$ cat src/rxqa_pkg.sv
/*
  Constants for the receive queue assignment block: register map, field
  positions, reset values and queuing scheme codes.
  Assumes a 32-bit Avalon-MM register bus with byte addresses.
*/
package rxqa_pkg;

  // ----------------------------------------------------------------------
  // Register map
  // ----------------------------------------------------------------------
  localparam int          NUM_ETF      = 8;
  localparam int          ADDR_W       = 8;
  localparam logic [7:0]  OFS_MATCH    = 8'h00;
  localparam logic [7:0]  OFS_STEER    = 8'h20;
  localparam logic [7:0]  OFS_MQC      = 8'h40;
  localparam logic [7:0]  OFS_VTCTL    = 8'h44;
  localparam logic [7:0]  OFS_STATUS   = 8'h48;

  // ----------------------------------------------------------------------
  // Field positions
  // ----------------------------------------------------------------------
  localparam int          MT_TYPE_LSB  = 0;
  localparam int          MT_POOL_LSB  = 20;
  localparam int          MT_POOL_EN   = 26;
  localparam int          MT_TSTAMP    = 30;
  localparam int          MT_ENABLE    = 31;
  localparam int          ST_QUEUE_LSB = 16;
  localparam int          ST_QUEUE_EN  = 31;
  localparam int          MQC_SCH_LSB  = 0;
  localparam int          VT_EN_BIT    = 0;
  localparam int          STS_Q_LSB    = 0;
  localparam int          STS_CNT_LSB  = 16;

  // ----------------------------------------------------------------------
  // Reset values
  // ----------------------------------------------------------------------
  localparam logic [31:0] RST_MATCH    = 32'h0000_0000;
  localparam logic [31:0] RST_STEER    = 32'h0000_0000;
  localparam logic [3:0]  RST_SCHEME   = 4'h0;
  localparam logic        RST_VT_EN    = 1'b0;

  // ----------------------------------------------------------------------
  // Queuing scheme codes
  // ----------------------------------------------------------------------
  localparam logic [3:0]  SCH_NOHASH   = 4'h0;
  localparam logic [3:0]  SCH_HASH     = 4'h1;
  localparam logic [3:0]  SCH_VT_P63   = 4'h0;
  localparam logic [3:0]  SCH_VT_H32   = 4'hA;
  localparam logic [3:0]  SCH_VT_H64   = 4'hB;
  localparam logic [3:0]  SCH_VT_N16   = 4'hC;
  localparam logic [3:0]  SCH_VT_N32   = 4'hD;
  localparam logic [3:0]  SCH_VT_N64   = 4'hE;
  localparam logic [3:0]  SCH_VT_P62   = 4'hF;

  // ----------------------------------------------------------------------
  // Special pool numbers of the 62 and 63 pool layouts
  // ----------------------------------------------------------------------
  localparam logic [5:0]  POOL_WIDE_LO = 6'h3C;
  localparam logic [5:0]  POOL_WIDE_HI = 6'h3E;
  localparam logic [5:0]  POOL_OFF_LO  = 6'h3D;
  localparam logic [5:0]  POOL_OFF_HI  = 6'h3F;

endpackage
$ cat src/rxqa_core.sv
/*
  Receive queue assignment: picks one of 128 receive queues per packet
  decision from Ethertype filters, SYN and flow-steering match results and
  hash spreading, with or without virtualization pools. Holds the filter
  and scheme registers behind an Avalon-MM slave.
  Assumes packet requests come from logic on sys_clk_i and that the
  downstream DMA takes one decision per cycle without back-pressure.
*/
// How it works
// - Ethertype, then SYN, flow steering, hash, zero
// - Eight Ethertype filters, match plus steer register
// - Plain scheme sends unclaimed packets to queue 0
// - Hash scheme spreads over 64 queues
// - Scheme field in control register picks scheme
// - Virtualization splits 128 queues into pools, equal except in the 62/63-pool layouts
// - No hash: pool N default queue 2N/4N/8N
// - Hash pools: 32 of four or 64 of two
// - 63-pool layout: pool 62 wide, 63 off
// - 62-pool layout: pools 60,62 wide, 61,63 off
// - Scheme 0xF gives 62 pools, 0x0 gives 63
// - Pool index high bits, hash index low bits
// - Disabled filter is ignored, except filter 0's pool enable, which diverts non-mirror packets that no filter matches
// - Match on 16-bit type alone
// - Report matching filter number downstream
// - Ethertype match forces delivery to host
// - Time-stamp bit marks packet as time protocol
// - Queue enable clear means no steering
// - Pool enable diverts; only that copy steered
module rxqa_core
(
  input  wire logic        sys_clk_i,
  input  wire logic        nrst_i,
  input  wire logic [7:0]  avs_address_i,
  input  wire logic        avs_read_i,
  input  wire logic        avs_write_i,
  input  wire logic [31:0] avs_writedata_i,
  output logic      [31:0] avs_readdata_o,
  output logic             avs_waitrequest_o,
  input  wire logic        pkt_valid_i,
  input  wire logic [15:0] pkt_ethertype_i,
  input  wire logic [5:0]  pkt_pool_i,
  input  wire logic        pkt_mirror_i,
  input  wire logic [6:0]  pkt_hash_i,
  input  wire logic        syn_match_i,
  input  wire logic [6:0]  syn_queue_i,
  input  wire logic        fd_match_i,
  input  wire logic [6:0]  fd_queue_i,
  output logic             dec_valid_o,
  output logic      [6:0]  dec_queue_o,
  output logic      [5:0]  dec_pool_o,
  output logic             dec_pool_off_o,
  output logic             dec_etf_hit_o,
  output logic      [2:0]  dec_etf_id_o,
  output logic             dec_timestamp_o,
  output logic             dec_host_force_o
);

  // ----------------------------------------------------------------------
  // Registers
  // ----------------------------------------------------------------------
  logic [31:0] etf_match [rxqa_pkg::NUM_ETF];
  logic [31:0] etf_steer [rxqa_pkg::NUM_ETF];
  logic [3:0]  scheme;
  logic        vt_en;
  logic [15:0] dec_count;
  logic        bus_take;
  logic        bus_read;
  logic [3:0]  match_idx;
  logic [3:0]  steer_idx;
  logic [31:0] status_word;

  // ----------------------------------------------------------------------
  // Address decode
  // ----------------------------------------------------------------------
  // Index of a filter register, or eight when the address misses the bank
  function automatic logic [3:0] bank_idx(input logic [7:0] a,
                                          input logic [7:0] base);
    logic [7:0] d;
    d = a - base;
    if (a >= base && d < 8'h20 && d[1:0] == 2'b00)
      bank_idx = {1'b0, d[4:2]};
    else
      bank_idx = 4'h8;
  endfunction

  // ----------------------------------------------------------------------
  // Bus handshake
  // ----------------------------------------------------------------------
  // Waitrequest drops for one cycle per request
  always_ff @(posedge sys_clk_i or negedge nrst_i)
  begin
    if (!nrst_i)
      avs_waitrequest_o <= 1'b1;
    else if ((avs_read_i || avs_write_i) && avs_waitrequest_o)
      avs_waitrequest_o <= 1'b0;
    else
      avs_waitrequest_o <= 1'b1;
  end

  assign bus_take  = avs_write_i && !avs_waitrequest_o;
  assign bus_read  = avs_read_i && avs_waitrequest_o;
  assign match_idx = bank_idx(avs_address_i, rxqa_pkg::OFS_MATCH);
  assign steer_idx = bank_idx(avs_address_i, rxqa_pkg::OFS_STEER);

  // ----------------------------------------------------------------------
  // Filter and scheme registers
  // ----------------------------------------------------------------------
  generate
    for (genvar i = 0; i < rxqa_pkg::NUM_ETF; i++)
    begin : g_etf_regs
      always_ff @(posedge sys_clk_i or negedge nrst_i)
      begin
        if (!nrst_i)
        begin
          etf_match[i] <= rxqa_pkg::RST_MATCH;
          etf_steer[i] <= rxqa_pkg::RST_STEER;
        end
        else if (bus_take)
        begin
          if (match_idx == 4'(i))
            etf_match[i] <= avs_writedata_i;
          if (steer_idx == 4'(i))
            etf_steer[i] <= avs_writedata_i;
        end
      end
    end
  endgenerate

  always_ff @(posedge sys_clk_i or negedge nrst_i)
  begin
    if (!nrst_i)
    begin
      scheme <= rxqa_pkg::RST_SCHEME;
      vt_en  <= rxqa_pkg::RST_VT_EN;
    end
    else if (bus_take)
    begin
      if (avs_address_i == rxqa_pkg::OFS_MQC)
        scheme <= avs_writedata_i[rxqa_pkg::MQC_SCH_LSB +: 4];
      else if (avs_address_i == rxqa_pkg::OFS_VTCTL)
        vt_en <= avs_writedata_i[rxqa_pkg::VT_EN_BIT];
    end
  end

  // ----------------------------------------------------------------------
  // Read data
  // ----------------------------------------------------------------------
  assign status_word = {dec_count, 9'h000, dec_queue_o};

  // Read data is loaded on the edge that drops waitrequest
  always_ff @(posedge sys_clk_i or negedge nrst_i)
  begin
    if (!nrst_i)
      avs_readdata_o <= 32'h0000_0000;
    else if (bus_read)
    begin
      if (match_idx != 4'h8)
        avs_readdata_o <= etf_match[match_idx[2:0]];
      else if (steer_idx != 4'h8)
        avs_readdata_o <= etf_steer[steer_idx[2:0]];
      else if (avs_address_i == rxqa_pkg::OFS_MQC)
        avs_readdata_o <= {28'h000_0000, scheme};
      else if (avs_address_i == rxqa_pkg::OFS_VTCTL)
        avs_readdata_o <= {31'h0000_0000, vt_en};
      else if (avs_address_i == rxqa_pkg::OFS_STATUS)
        avs_readdata_o <= status_word;
      else
        avs_readdata_o <= 32'h0000_0000;
    end
  end

  // ----------------------------------------------------------------------
  // Ethertype filters
  // ----------------------------------------------------------------------
  logic [rxqa_pkg::NUM_ETF-1:0] etf_hit;

  generate
    for (genvar i = 0; i < rxqa_pkg::NUM_ETF; i++)
    begin : g_etf_cmp
      assign etf_hit[i] = etf_match[i][rxqa_pkg::MT_ENABLE] &&
        (etf_match[i][rxqa_pkg::MT_TYPE_LSB +: 16] == pkt_ethertype_i);
    end
  endgenerate

  logic        any_hit;
  logic [2:0]  hit_id;
  logic [31:0] hit_match;
  logic [31:0] hit_steer;
  logic [5:0]  hit_pool;
  logic        hit_pool_en;
  logic        etf_steers;

  // Lowest numbered filter wins if software overlaps them
  always_comb
  begin
    hit_id = 3'h0;
    for (int i = rxqa_pkg::NUM_ETF - 1; i >= 0; i--)
      if (etf_hit[i])
        hit_id = 3'(i);
  end

  assign any_hit     = |etf_hit;
  assign hit_match   = etf_match[hit_id];
  assign hit_steer   = etf_steer[hit_id];
  assign hit_pool    = hit_match[rxqa_pkg::MT_POOL_LSB +: 6];
  assign hit_pool_en = vt_en && hit_match[rxqa_pkg::MT_POOL_EN];

  // Pool-diverted filters steer only the copy aimed at their pool
  assign etf_steers = any_hit && hit_steer[rxqa_pkg::ST_QUEUE_EN] &&
    (!hit_pool_en || !pkt_mirror_i || (pkt_pool_i == hit_pool));

  // ----------------------------------------------------------------------
  // Pool layouts
  // ----------------------------------------------------------------------
  logic [5:0] eff_pool;
  logic [6:0] spread_q;
  logic       pool_off;
  logic       divert;

  // Mirror copies keep the pool that mirroring gave them
  assign divert   = hit_pool_en && !pkt_mirror_i;
  assign eff_pool = divert ? hit_pool : pkt_pool_i;

  always_comb
  begin
    spread_q = 7'h00;
    pool_off = 1'b0;
    if (!vt_en)
    begin
      if (scheme == rxqa_pkg::SCH_HASH)
        spread_q = {1'b0, pkt_hash_i[5:0]};
      else
        spread_q = 7'h00;
    end
    else
    begin
      case (scheme)
        rxqa_pkg::SCH_VT_H64:
          spread_q = {eff_pool, pkt_hash_i[0]};
        rxqa_pkg::SCH_VT_H32:
          spread_q = {eff_pool[4:0], pkt_hash_i[1:0]};
        rxqa_pkg::SCH_VT_N16:
          spread_q = {eff_pool[3:0], 3'h0};
        rxqa_pkg::SCH_VT_N32:
          spread_q = {eff_pool[4:0], 2'h0};
        rxqa_pkg::SCH_VT_N64:
          spread_q = {eff_pool, 1'b0};
        rxqa_pkg::SCH_VT_P63:
        begin
          if (eff_pool == rxqa_pkg::POOL_OFF_HI)
            pool_off = 1'b1;
          else if (eff_pool == rxqa_pkg::POOL_WIDE_HI)
            spread_q = {eff_pool[5:1], pkt_hash_i[1:0]};
          else
            spread_q = {eff_pool, pkt_hash_i[0]};
        end
        rxqa_pkg::SCH_VT_P62:
        begin
          if (eff_pool == rxqa_pkg::POOL_OFF_LO ||
              eff_pool == rxqa_pkg::POOL_OFF_HI)
            pool_off = 1'b1;
          else if (eff_pool == rxqa_pkg::POOL_WIDE_LO ||
                   eff_pool == rxqa_pkg::POOL_WIDE_HI)
            spread_q = {eff_pool[5:1], pkt_hash_i[1:0]};
          else
            spread_q = {eff_pool, pkt_hash_i[0]};
        end
        default:
          spread_q = {eff_pool, 1'b0};
      endcase
    end
  end

  // ----------------------------------------------------------------------
  // Priority selection
  // ----------------------------------------------------------------------
  logic [6:0] next_queue;
  logic       pool_blocked;

  // A disabled pool gets queue zero unless a filter steers it
  assign pool_blocked = pool_off && !etf_steers;

  always_comb
  begin
    if (etf_steers)
      next_queue = hit_steer[rxqa_pkg::ST_QUEUE_LSB +: 7];
    else if (syn_match_i && !pkt_mirror_i)
      next_queue = syn_queue_i;
    else if (fd_match_i)
      next_queue = fd_queue_i;
    else
      next_queue = spread_q;
  end

  // ----------------------------------------------------------------------
  // Decision outputs
  // ----------------------------------------------------------------------
  // Decision registers, one per packet request
  always_ff @(posedge sys_clk_i or negedge nrst_i)
  begin
    if (!nrst_i)
    begin
      dec_valid_o      <= 1'b0;
      dec_queue_o      <= 7'h00;
      dec_pool_o       <= 6'h00;
      dec_pool_off_o   <= 1'b0;
      dec_etf_hit_o    <= 1'b0;
      dec_etf_id_o     <= 3'h0;
      dec_timestamp_o  <= 1'b0;
      dec_host_force_o <= 1'b0;
    end
    else
    begin
      dec_valid_o <= pkt_valid_i;
      if (pkt_valid_i)
      begin
        dec_queue_o      <= pool_blocked ? 7'h00 : next_queue;
        dec_pool_o       <= eff_pool;
        dec_pool_off_o   <= pool_blocked;
        dec_etf_hit_o    <= any_hit;
        dec_etf_id_o     <= any_hit ? hit_id : 3'h0;
        dec_timestamp_o  <= any_hit &&
                            hit_match[rxqa_pkg::MT_TSTAMP];
        dec_host_force_o <= any_hit;
      end
    end
  end

  // ----------------------------------------------------------------------
  // Decision counter
  // ----------------------------------------------------------------------
  always_ff @(posedge sys_clk_i or negedge nrst_i)
  begin
    if (!nrst_i)
      dec_count <= 16'h0000;
    else if (pkt_valid_i)
      dec_count <= dec_count + 16'h0001;
  end

endmodule // rxqa_core

$ cat config.mk
export PLATFORM = sky130hd
export DESIGN_NAME = rxqa_core
export DESIGN_NICKNAME = d
export VERILOG_FILES = /design/src/rxqa_pkg.sv /design/src/rxqa_core.sv
export SDC_FILE = /design/constraint.sdc
export NUM_CORES = 1
export LEC_CHECK = 0
export BUFFER_PORTS_ARGS = -buffer_cell sky130_fd_sc_hd__buf_2
export CORE_MARGIN = 3
export CORE_UTILIZATION = 35
export CTS_BUF_LIST = sky130_fd_sc_hd__clkbuf_16
export CTS_CLUSTER_SIZE = 30
export DETAILED_ROUTE_END_ITERATION = 12
export GPL_ROUTABILITY_DRIVEN = 0
export HOLD_SLACK_MARGIN = 0.03
export PLACE_DENSITY = 0.61
export REMOVE_ABC_BUFFERS = 1
export SLEW_MARGIN = 20
export SYNTH_ARGS = -nofsm -noshare
export SYNTH_HDL_FRONTEND = slang
export SYNTH_SLANG_ARGS = --single-unit
$ cat constraint.sdc
create_clock -name sys_clk_i -period 4.8 [get_ports sys_clk_i]
set_input_delay 0.96 -clock sys_clk_i [delete_from_list [all_inputs] [get_ports sys_clk_i]]
set_output_delay 0.96 -clock sys_clk_i [all_outputs]
set_load 0.005 [all_outputs]
# Word level (Yosys, flattened, before mapping)
# Cells that the tools add are included.
[classes]
add_sub_neg = 2
n_lt_le_gt_ge = 7
eq_ne = 38
n_mux = 45
bitwise_logic = 4
reduce_logical = 55
[ops]
columns = ["operator", "count"]
rows = [
  ["$bmux W32 S3", 4],
  ["$mux W32", 11],
  ["$eq A16 B16 Y1", 8],
  ["$mux W31", 2],
  ["$mux W7", 7],
  ["$pmux W7 S6", 1],
  ["$reduce_and A2 Y1", 17],
  ["$eq A4 B3 Y1 const B", 8],
  ["$mux W3", 9],
  ["$eq A6 B6 Y1 const B", 4],
  ["$eq A8 B7 Y1 const B", 3],
  ["$logic_and A1 B1 Y1", 22],
  ["$eq A4 B4 Y1 const B", 5],
  ["$add A16 B1 Y16 const B", 1],
  ["$eq A4 B2 Y1 const B", 4],
  ["$lt A8 B6 Y1 const B", 2],
  ["$eq A4 B1 Y1 const B", 3],
  ["$ge A4 B4 Y1 const B", 3],
  ["$logic_not A4 Y1", 3],
  ["$mux W6", 2],
  ["$not A3 Y4", 3],
  ["$ge A8 B1 Y1 const B", 1],
  ["$ge A8 B6 Y1 const B", 1],
  ["$mux W4", 2],
  ["12 further kinds", 25],
]
[word_totals]
register_bits = 586
input_bits = 91
wordCells = 179

# Logic depth before layout (Yosys ltp)
[depth]
word_depth = 27
ltp_mapped = 18
mapped_depth_nobuf = 14

# Least setup slack after synthesis
# No wires, ideal clock.
[synth_timing]
path_type = "in2reg"
start = "input pkt_ethertype_i[10]"
end = "register dec_queue_o[6]"
setup_time_ns = 0.126
arrival_time_ns = 4.766
t_required_ns = 4.674
slack_ns = -0.092
stages = 16
cell_sequence = "buf_2 -> xor2_1 -> or4_1 -> or2_1 -> or4_4 -> a211oi_4 -> a31oi_1 -> o22a_1 -> and3_4 -> or2_4 -> a221oi_2 -> a41oi_2 -> buf_6 -> a211oi_4 -> nor4_1 -> a221o_1"
[synth_between]
elab_chain_cells = 26
[synth_lines]
columns = ["item", "line", "text"]
rows = [
  ["start, declared", "rxqa_core.sv:40", "input wire logic [15:0] pkt_ethertype_i,"],
  ["$eq A16 B16 Y1", "rxqa_core.sv:181", "(etf_match[i][rxqa_pkg::MT_TYPE_LSB +: 16] == pkt_ethertype_i);"],
  ["$logic_and A1 B1 Y1", "rxqa_core.sv:180", "assign etf_hit[i] = etf_match[i][rxqa_pkg::MT_ENABLE] &&"],
  ["$mux W3 (8 in series)", "rxqa_core.sv:198", "if (etf_hit[i])"],
  ["$not A3 Y4 (implied by the code)", "rxqa_core.sv:203, rxqa_core.sv:204", ""],
  ["$bmux W32 S3", "rxqa_core.sv:203", "assign hit_match = etf_match[hit_id];"],
  ["$mux W31 (implied by the code) (2 in series)", "rxqa_core.sv:203", ""],
  ["$logic_and A1 B1 Y1", "rxqa_core.sv:206", "assign hit_pool_en = vt_en && hit_match[rxqa_pkg::MT_POOL_EN];"],
  ["$logic_and A1 B1 Y1", "rxqa_core.sv:221", "assign divert = hit_pool_en && !pkt_mirror_i;"],
  ["[... 2 more ...]", "n/a", ""],
  ["$logic_or A1 B1 Y1", "rxqa_core.sv:259", "if (eff_pool == rxqa_pkg::POOL_OFF_LO ||"],
  ["$mux W7", "rxqa_core.sv:259", ""],
  ["$pmux W7 S6", "rxqa_core.sv:237", "case (scheme)"],
  ["$mux W7", "rxqa_core.sv:228", "if (!vt_en)"],
  ["$mux W7", "rxqa_core.sv:289", "else if (fd_match_i)"],
  ["$mux W7", "rxqa_core.sv:287", "else if (syn_match_i && !pkt_mirror_i)"],
  ["$mux W7", "rxqa_core.sv:285", "if (etf_steers)"],
  ["$mux W7 (*)", "rxqa_core.sv:317", "dec_queue_o <= pool_blocked ? 7'h00 : next_queue;"],
  ["end signal, assigned", "rxqa_core.sv:317", ""],
  ["end, declared", "rxqa_core.sv:49", "output logic [6:0] dec_queue_o,"],
]
# Mark *: on every way between the ends. The rest lies on a longest branch, timed or not. The select of a mux whose other input is x is not followed.
# A chain may end at the register's enable or synchronous reset.

# Final worst setup path
[layout_timing]
start = "input pkt_ethertype_i[9]"
end = "register dec_queue_o[6]"
# Same word-level chain as after synthesis.

==> impl_metrics.env <==
export IMPL_cts_max_path_buffers=3
export IMPL_root_buffer="clkbuf_16"
export IMPL_slowest_stage="or4_4"
export IMPL_final_max_slew_viol_count=0
export IMPL_worstReg2RegEnd="dec_queue_o[6]"
export IMPL_synth_avg_cell_area_um2=11.8
export IMPL_outcome="finished, final reports clean"
export IMPL_drcViolationCount=0
export IMPL_clock_sinks=586
export IMPL_wl_met1_um=44800
export IMPL_yosysSeqAreaShare_pct=49.4
export IMPL_synthMuxAreaShare_pct=21.9
export IMPL_worstPathMaxFanout=5
export IMPL_route_met2_wl_um=48000
export IMPL_worstMarginPinSlew_ns=1.21
export IMPL_yosysTopAreaCellShare_pct=49.3
export IMPL_r2r_slack_ns=0.09
export IMPL_synth_compound_area_share_pct=14.2
export IMPL_top_layer_used="met5"
export IMPL_drt_pass1_iterations=6
export IMPL_netlist_area_um2=29700
export IMPL_hold_path_class="input pin to asynchronous set/reset pin"
export IMPL_syn_inst=2524
export IMPL_wl_per_cell_um=26.7
export IMPL_fmax_mhz=211
export IMPL_num_fill_cells=7839
export IMPL_maxCapViolCount=0
export IMPL_vias=23721
export IMPL_row_count=106
export IMPL_nets=2900
export IMPL_die_y_um=297
export IMPL_irDropWorstVdd_uv=249
export IMPL_ys_warn_count=0
export IMPL_r2r_cells=16
export IMPL_seqCellArea_um2=14700
export IMPL_hpwl_um=73600
export IMPL_required_ns=5.32
export IMPL_grt_pass1_wl_um=158000
export IMPL_ant_nets=0
export IMPL_grt_ovfl_total=0
export IMPL_cts_tree="done"
export IMPL_synth_main_ff_cell="dfrtp_1"
export IMPL_coreArea_um2=83800
export IMPL_critical_path_class="input pin to flop"
export IMPL_layout_drive_gt1_share_pct=40.0
export IMPL_end_kind="flop"
export IMPL_post_route_period_util_pct=98.7
export IMPL_yosys_area_share_simple_pct=7.08
export IMPL_die_w_um=297
export IMPL_power_density_nw_per_um2=318
export IMPL_fin_worst_skew_ns=0.0314
export IMPL_h_tree_depth=2
export IMPL_synth_top_family_by_area="multiplexers"
export IMPL_ctsHoldBuffers=0
export IMPL_synth_edff_count=0
export IMPL_dr_wl_met3_um=8400
export IMPL_port_buffer_count=143
export IMPL_path_clk_slew_ns=0.06
export IMPL_rsz0062_at_grt="yes"
export IMPL_timing_final_crit_period_ns=4.74
export IMPL_setup_viol=0
export IMPL_synth_common_cells="dfrtp_1, mux2_2, clkbuf_1"
export IMPL_leakagePower_nw=16.2
export IMPL_viasPerCell=5.93
export IMPL_multi_input_area_um2=14400
export IMPL_synthXorXnorAreaFrac_pct=4.34
export IMPL_async_flop_share_pct=100
export IMPL_dieArea_um2=88400
export IMPL_relSlewSlack_pct=19.2
export IMPL_yosys_register_bits=586
export IMPL_synthAdderAreaFrac_pct=0.0843
export IMPL_drt_iter0_markers=2574
export IMPL_synth_area_leaders="dfrtp_1, mux2_2, xnor2_1, a22oi_1, a22o_1"
export IMPL_grt_pass1_vias=24126
export IMPL_fin_hold_ws_ns=0.182
export IMPL_finalHoldViolCount=0
export IMPL_initial_core_util_pct=35.4
export IMPL_finalSetupTns_ns=0
export IMPL_numCtsBuffers=59
export IMPL_routed_wl_um=107000
export IMPL_crit_start="pkt_ethertype_i[9]"
export IMPL_crit_chain="buf_2 -> xor2_1 -> or4_4 -> or2_4 -> or4_4 -> a211oi_4 -> buf_4 -> a31oi_1 -> o22ai_1 -> nor3_1 -> or2_4 -> a221oi_2 -> a41oi_2 -> buf_4 -> a211oi_4 -> nor4_2 -> a221o_1"
export IMPL_ioPinCount=145
export IMPL_critPathMaxStageDelay_ns=0.61
export IMPL_antenna_found_initial=19
export IMPL_grt_use_total_pct=23.4
export IMPL_grt_max_degree=129
export IMPL_rr_startpoint="etf_match[12]"
export IMPL_crit_arrival_ns=5.26
export IMPL_ys_types=87
export IMPL_post_synth_top_count_cell="dfrtp_1"
export IMPL_syn_to_final_growth_pct=20.5
export IMPL_start_kind="input pin"
export IMPL_yosysTopAreaCell="dfrtp_1"
export IMPL_clkLatencyLatePin_ns=0.66
[power breakdown]
part | switching (mW) | internal (mW)
registers | 0.163 | 5.11
logic | 0.550 | 0.380
clock network | 2.10 | 3.08
[cell families (layout without fill, tap and decap cells)]
| family | count (synthesis) | count (layout) |
|---|---|---|
| muxes | 578 | 578 |
| xor gates and xnor gates | 147 | 147 |
| and+or+nand+nor | 405 | 405 |
| adders and majority gates | 2 | 2 |
| DFF | 586 | 586 |
| other | 0 | 8 |
| buffers and inverters | 221 | 553 |
| AOI/OAI and AO/OA | 585 | 585 |
[cells in the final DEF, fill, tap and decap left out, drive strengths merged, types with 6 or more instances in the layout]
cell | synthesis | layout
a31oi | 16 | 16
diode | 0 | 8
a22o | 64 | 64
or4 | 23 | 23
and3 | 8 | 8
nand3b | 8 | 8
or2 | 10 | 10
inv | 19 | 24
a211oi | 14 | 14
o22ai | 64 | 64
mux2i | 30 | 30
bufinv | 0 | 15
a2111oi | 20 | 20
a21o | 8 | 8
a221oi | 64 | 64
dfrtp | 585 | 585
mux2 | 546 | 546
a22oi | 99 | 99
clkbuf | 143 | 60
xor2 | 39 | 39
nand2 | 98 | 98
o221ai | 11 | 11
and4 | 8 | 8
clkinv | 1 | 29
or3 | 10 | 10
buf | 58 | 423
xnor2 | 108 | 108
o21ai | 69 | 69
nand3 | 28 | 28
nor4 | 18 | 18
nand4 | 34 | 34
nand2b | 7 | 7
a21oi | 97 | 97
nor3 | 26 | 26
nor2b | 8 | 8
nor2 | 99 | 99
o211ai | 6 | 6
[registers in the layout (all words and copies together) (netlist names), 3 cells and up]
signal	cells
dec_count	16
etf_steer	256
dec_pool_o	6
etf_match	256
avs_readdata_o	32
dec_etf_id_o	3
scheme	4
dec_queue_o	7
[layout make-up]
cell class	count	share of cell area [%]
Timing Repair Buffer	423	8.41
Multi-Input combinational cell	1717	40.3
Clock inverter	50	1.83
Sequential cell	586	41.0
Inverter	20	0.210
Antenna cell	8	0.0560
Clock buffer	60	4.20
Tap cell	1134	3.97
[per-layer routing]
| metal | up-vias | global-route usage, % |
|---|---|---|
| met1 | 12188 | 31.4 |
| met5 | - | 0 |
| met3 | 315 | 4.68 |
| li1 | 10070 | - |
| met2 | 1138 | 36.6 |
| met4 | 10 | 10.8 |
[how the worst max path moves through the flow]
stage	to	slack (ns)
finish	dec_queue_o[6]	0.06
global route	dec_queue_o[6]	-0.02
CTS	dec_queue_o[6]	0.05
detailed placement	dec_queue_o[6]	-0.78
global placement	dec_queue_o[6]	-0.72
floorplan	dec_queue_o[6]	-1.07
[worst max-delay path: cells and delay by family]
family          cells  cell delay [ns]
compound gates      7             1.75
xor+xnor            1             0.20
buf+inv             3             0.52
simple gates        6             1.83
[per-stage QoR]
step / total power, mW / std cells / cell area, um2 / setup WS (ns) / util [%]
after floorplan: 5.69 / 2323 / 28900 / -1.07 / -
after global placement: 6.23 / 3875 / 33400 / -0.720 / 39.8
after detailed placement: 6.27 / 3875 / 33400 / -0.780 / 39.8
after CTS: 11.4 / 3985 / 35600 / 0.0495 / 42.4
after global routing: 11.8 / 3990 / 35800 / -0.0212 / 42.7
final: 11.4 / 3998 / 35800 / 0.0623 / 42.7
[what timing repair did]
item                       in CTS  in global routing
pin swaps                       0                 17
buffers inserted                0                  5
setup endpoints to repair       7                  8
resized for setup               1                 29
Note: power is estimated with default switching activity, not from simulation.
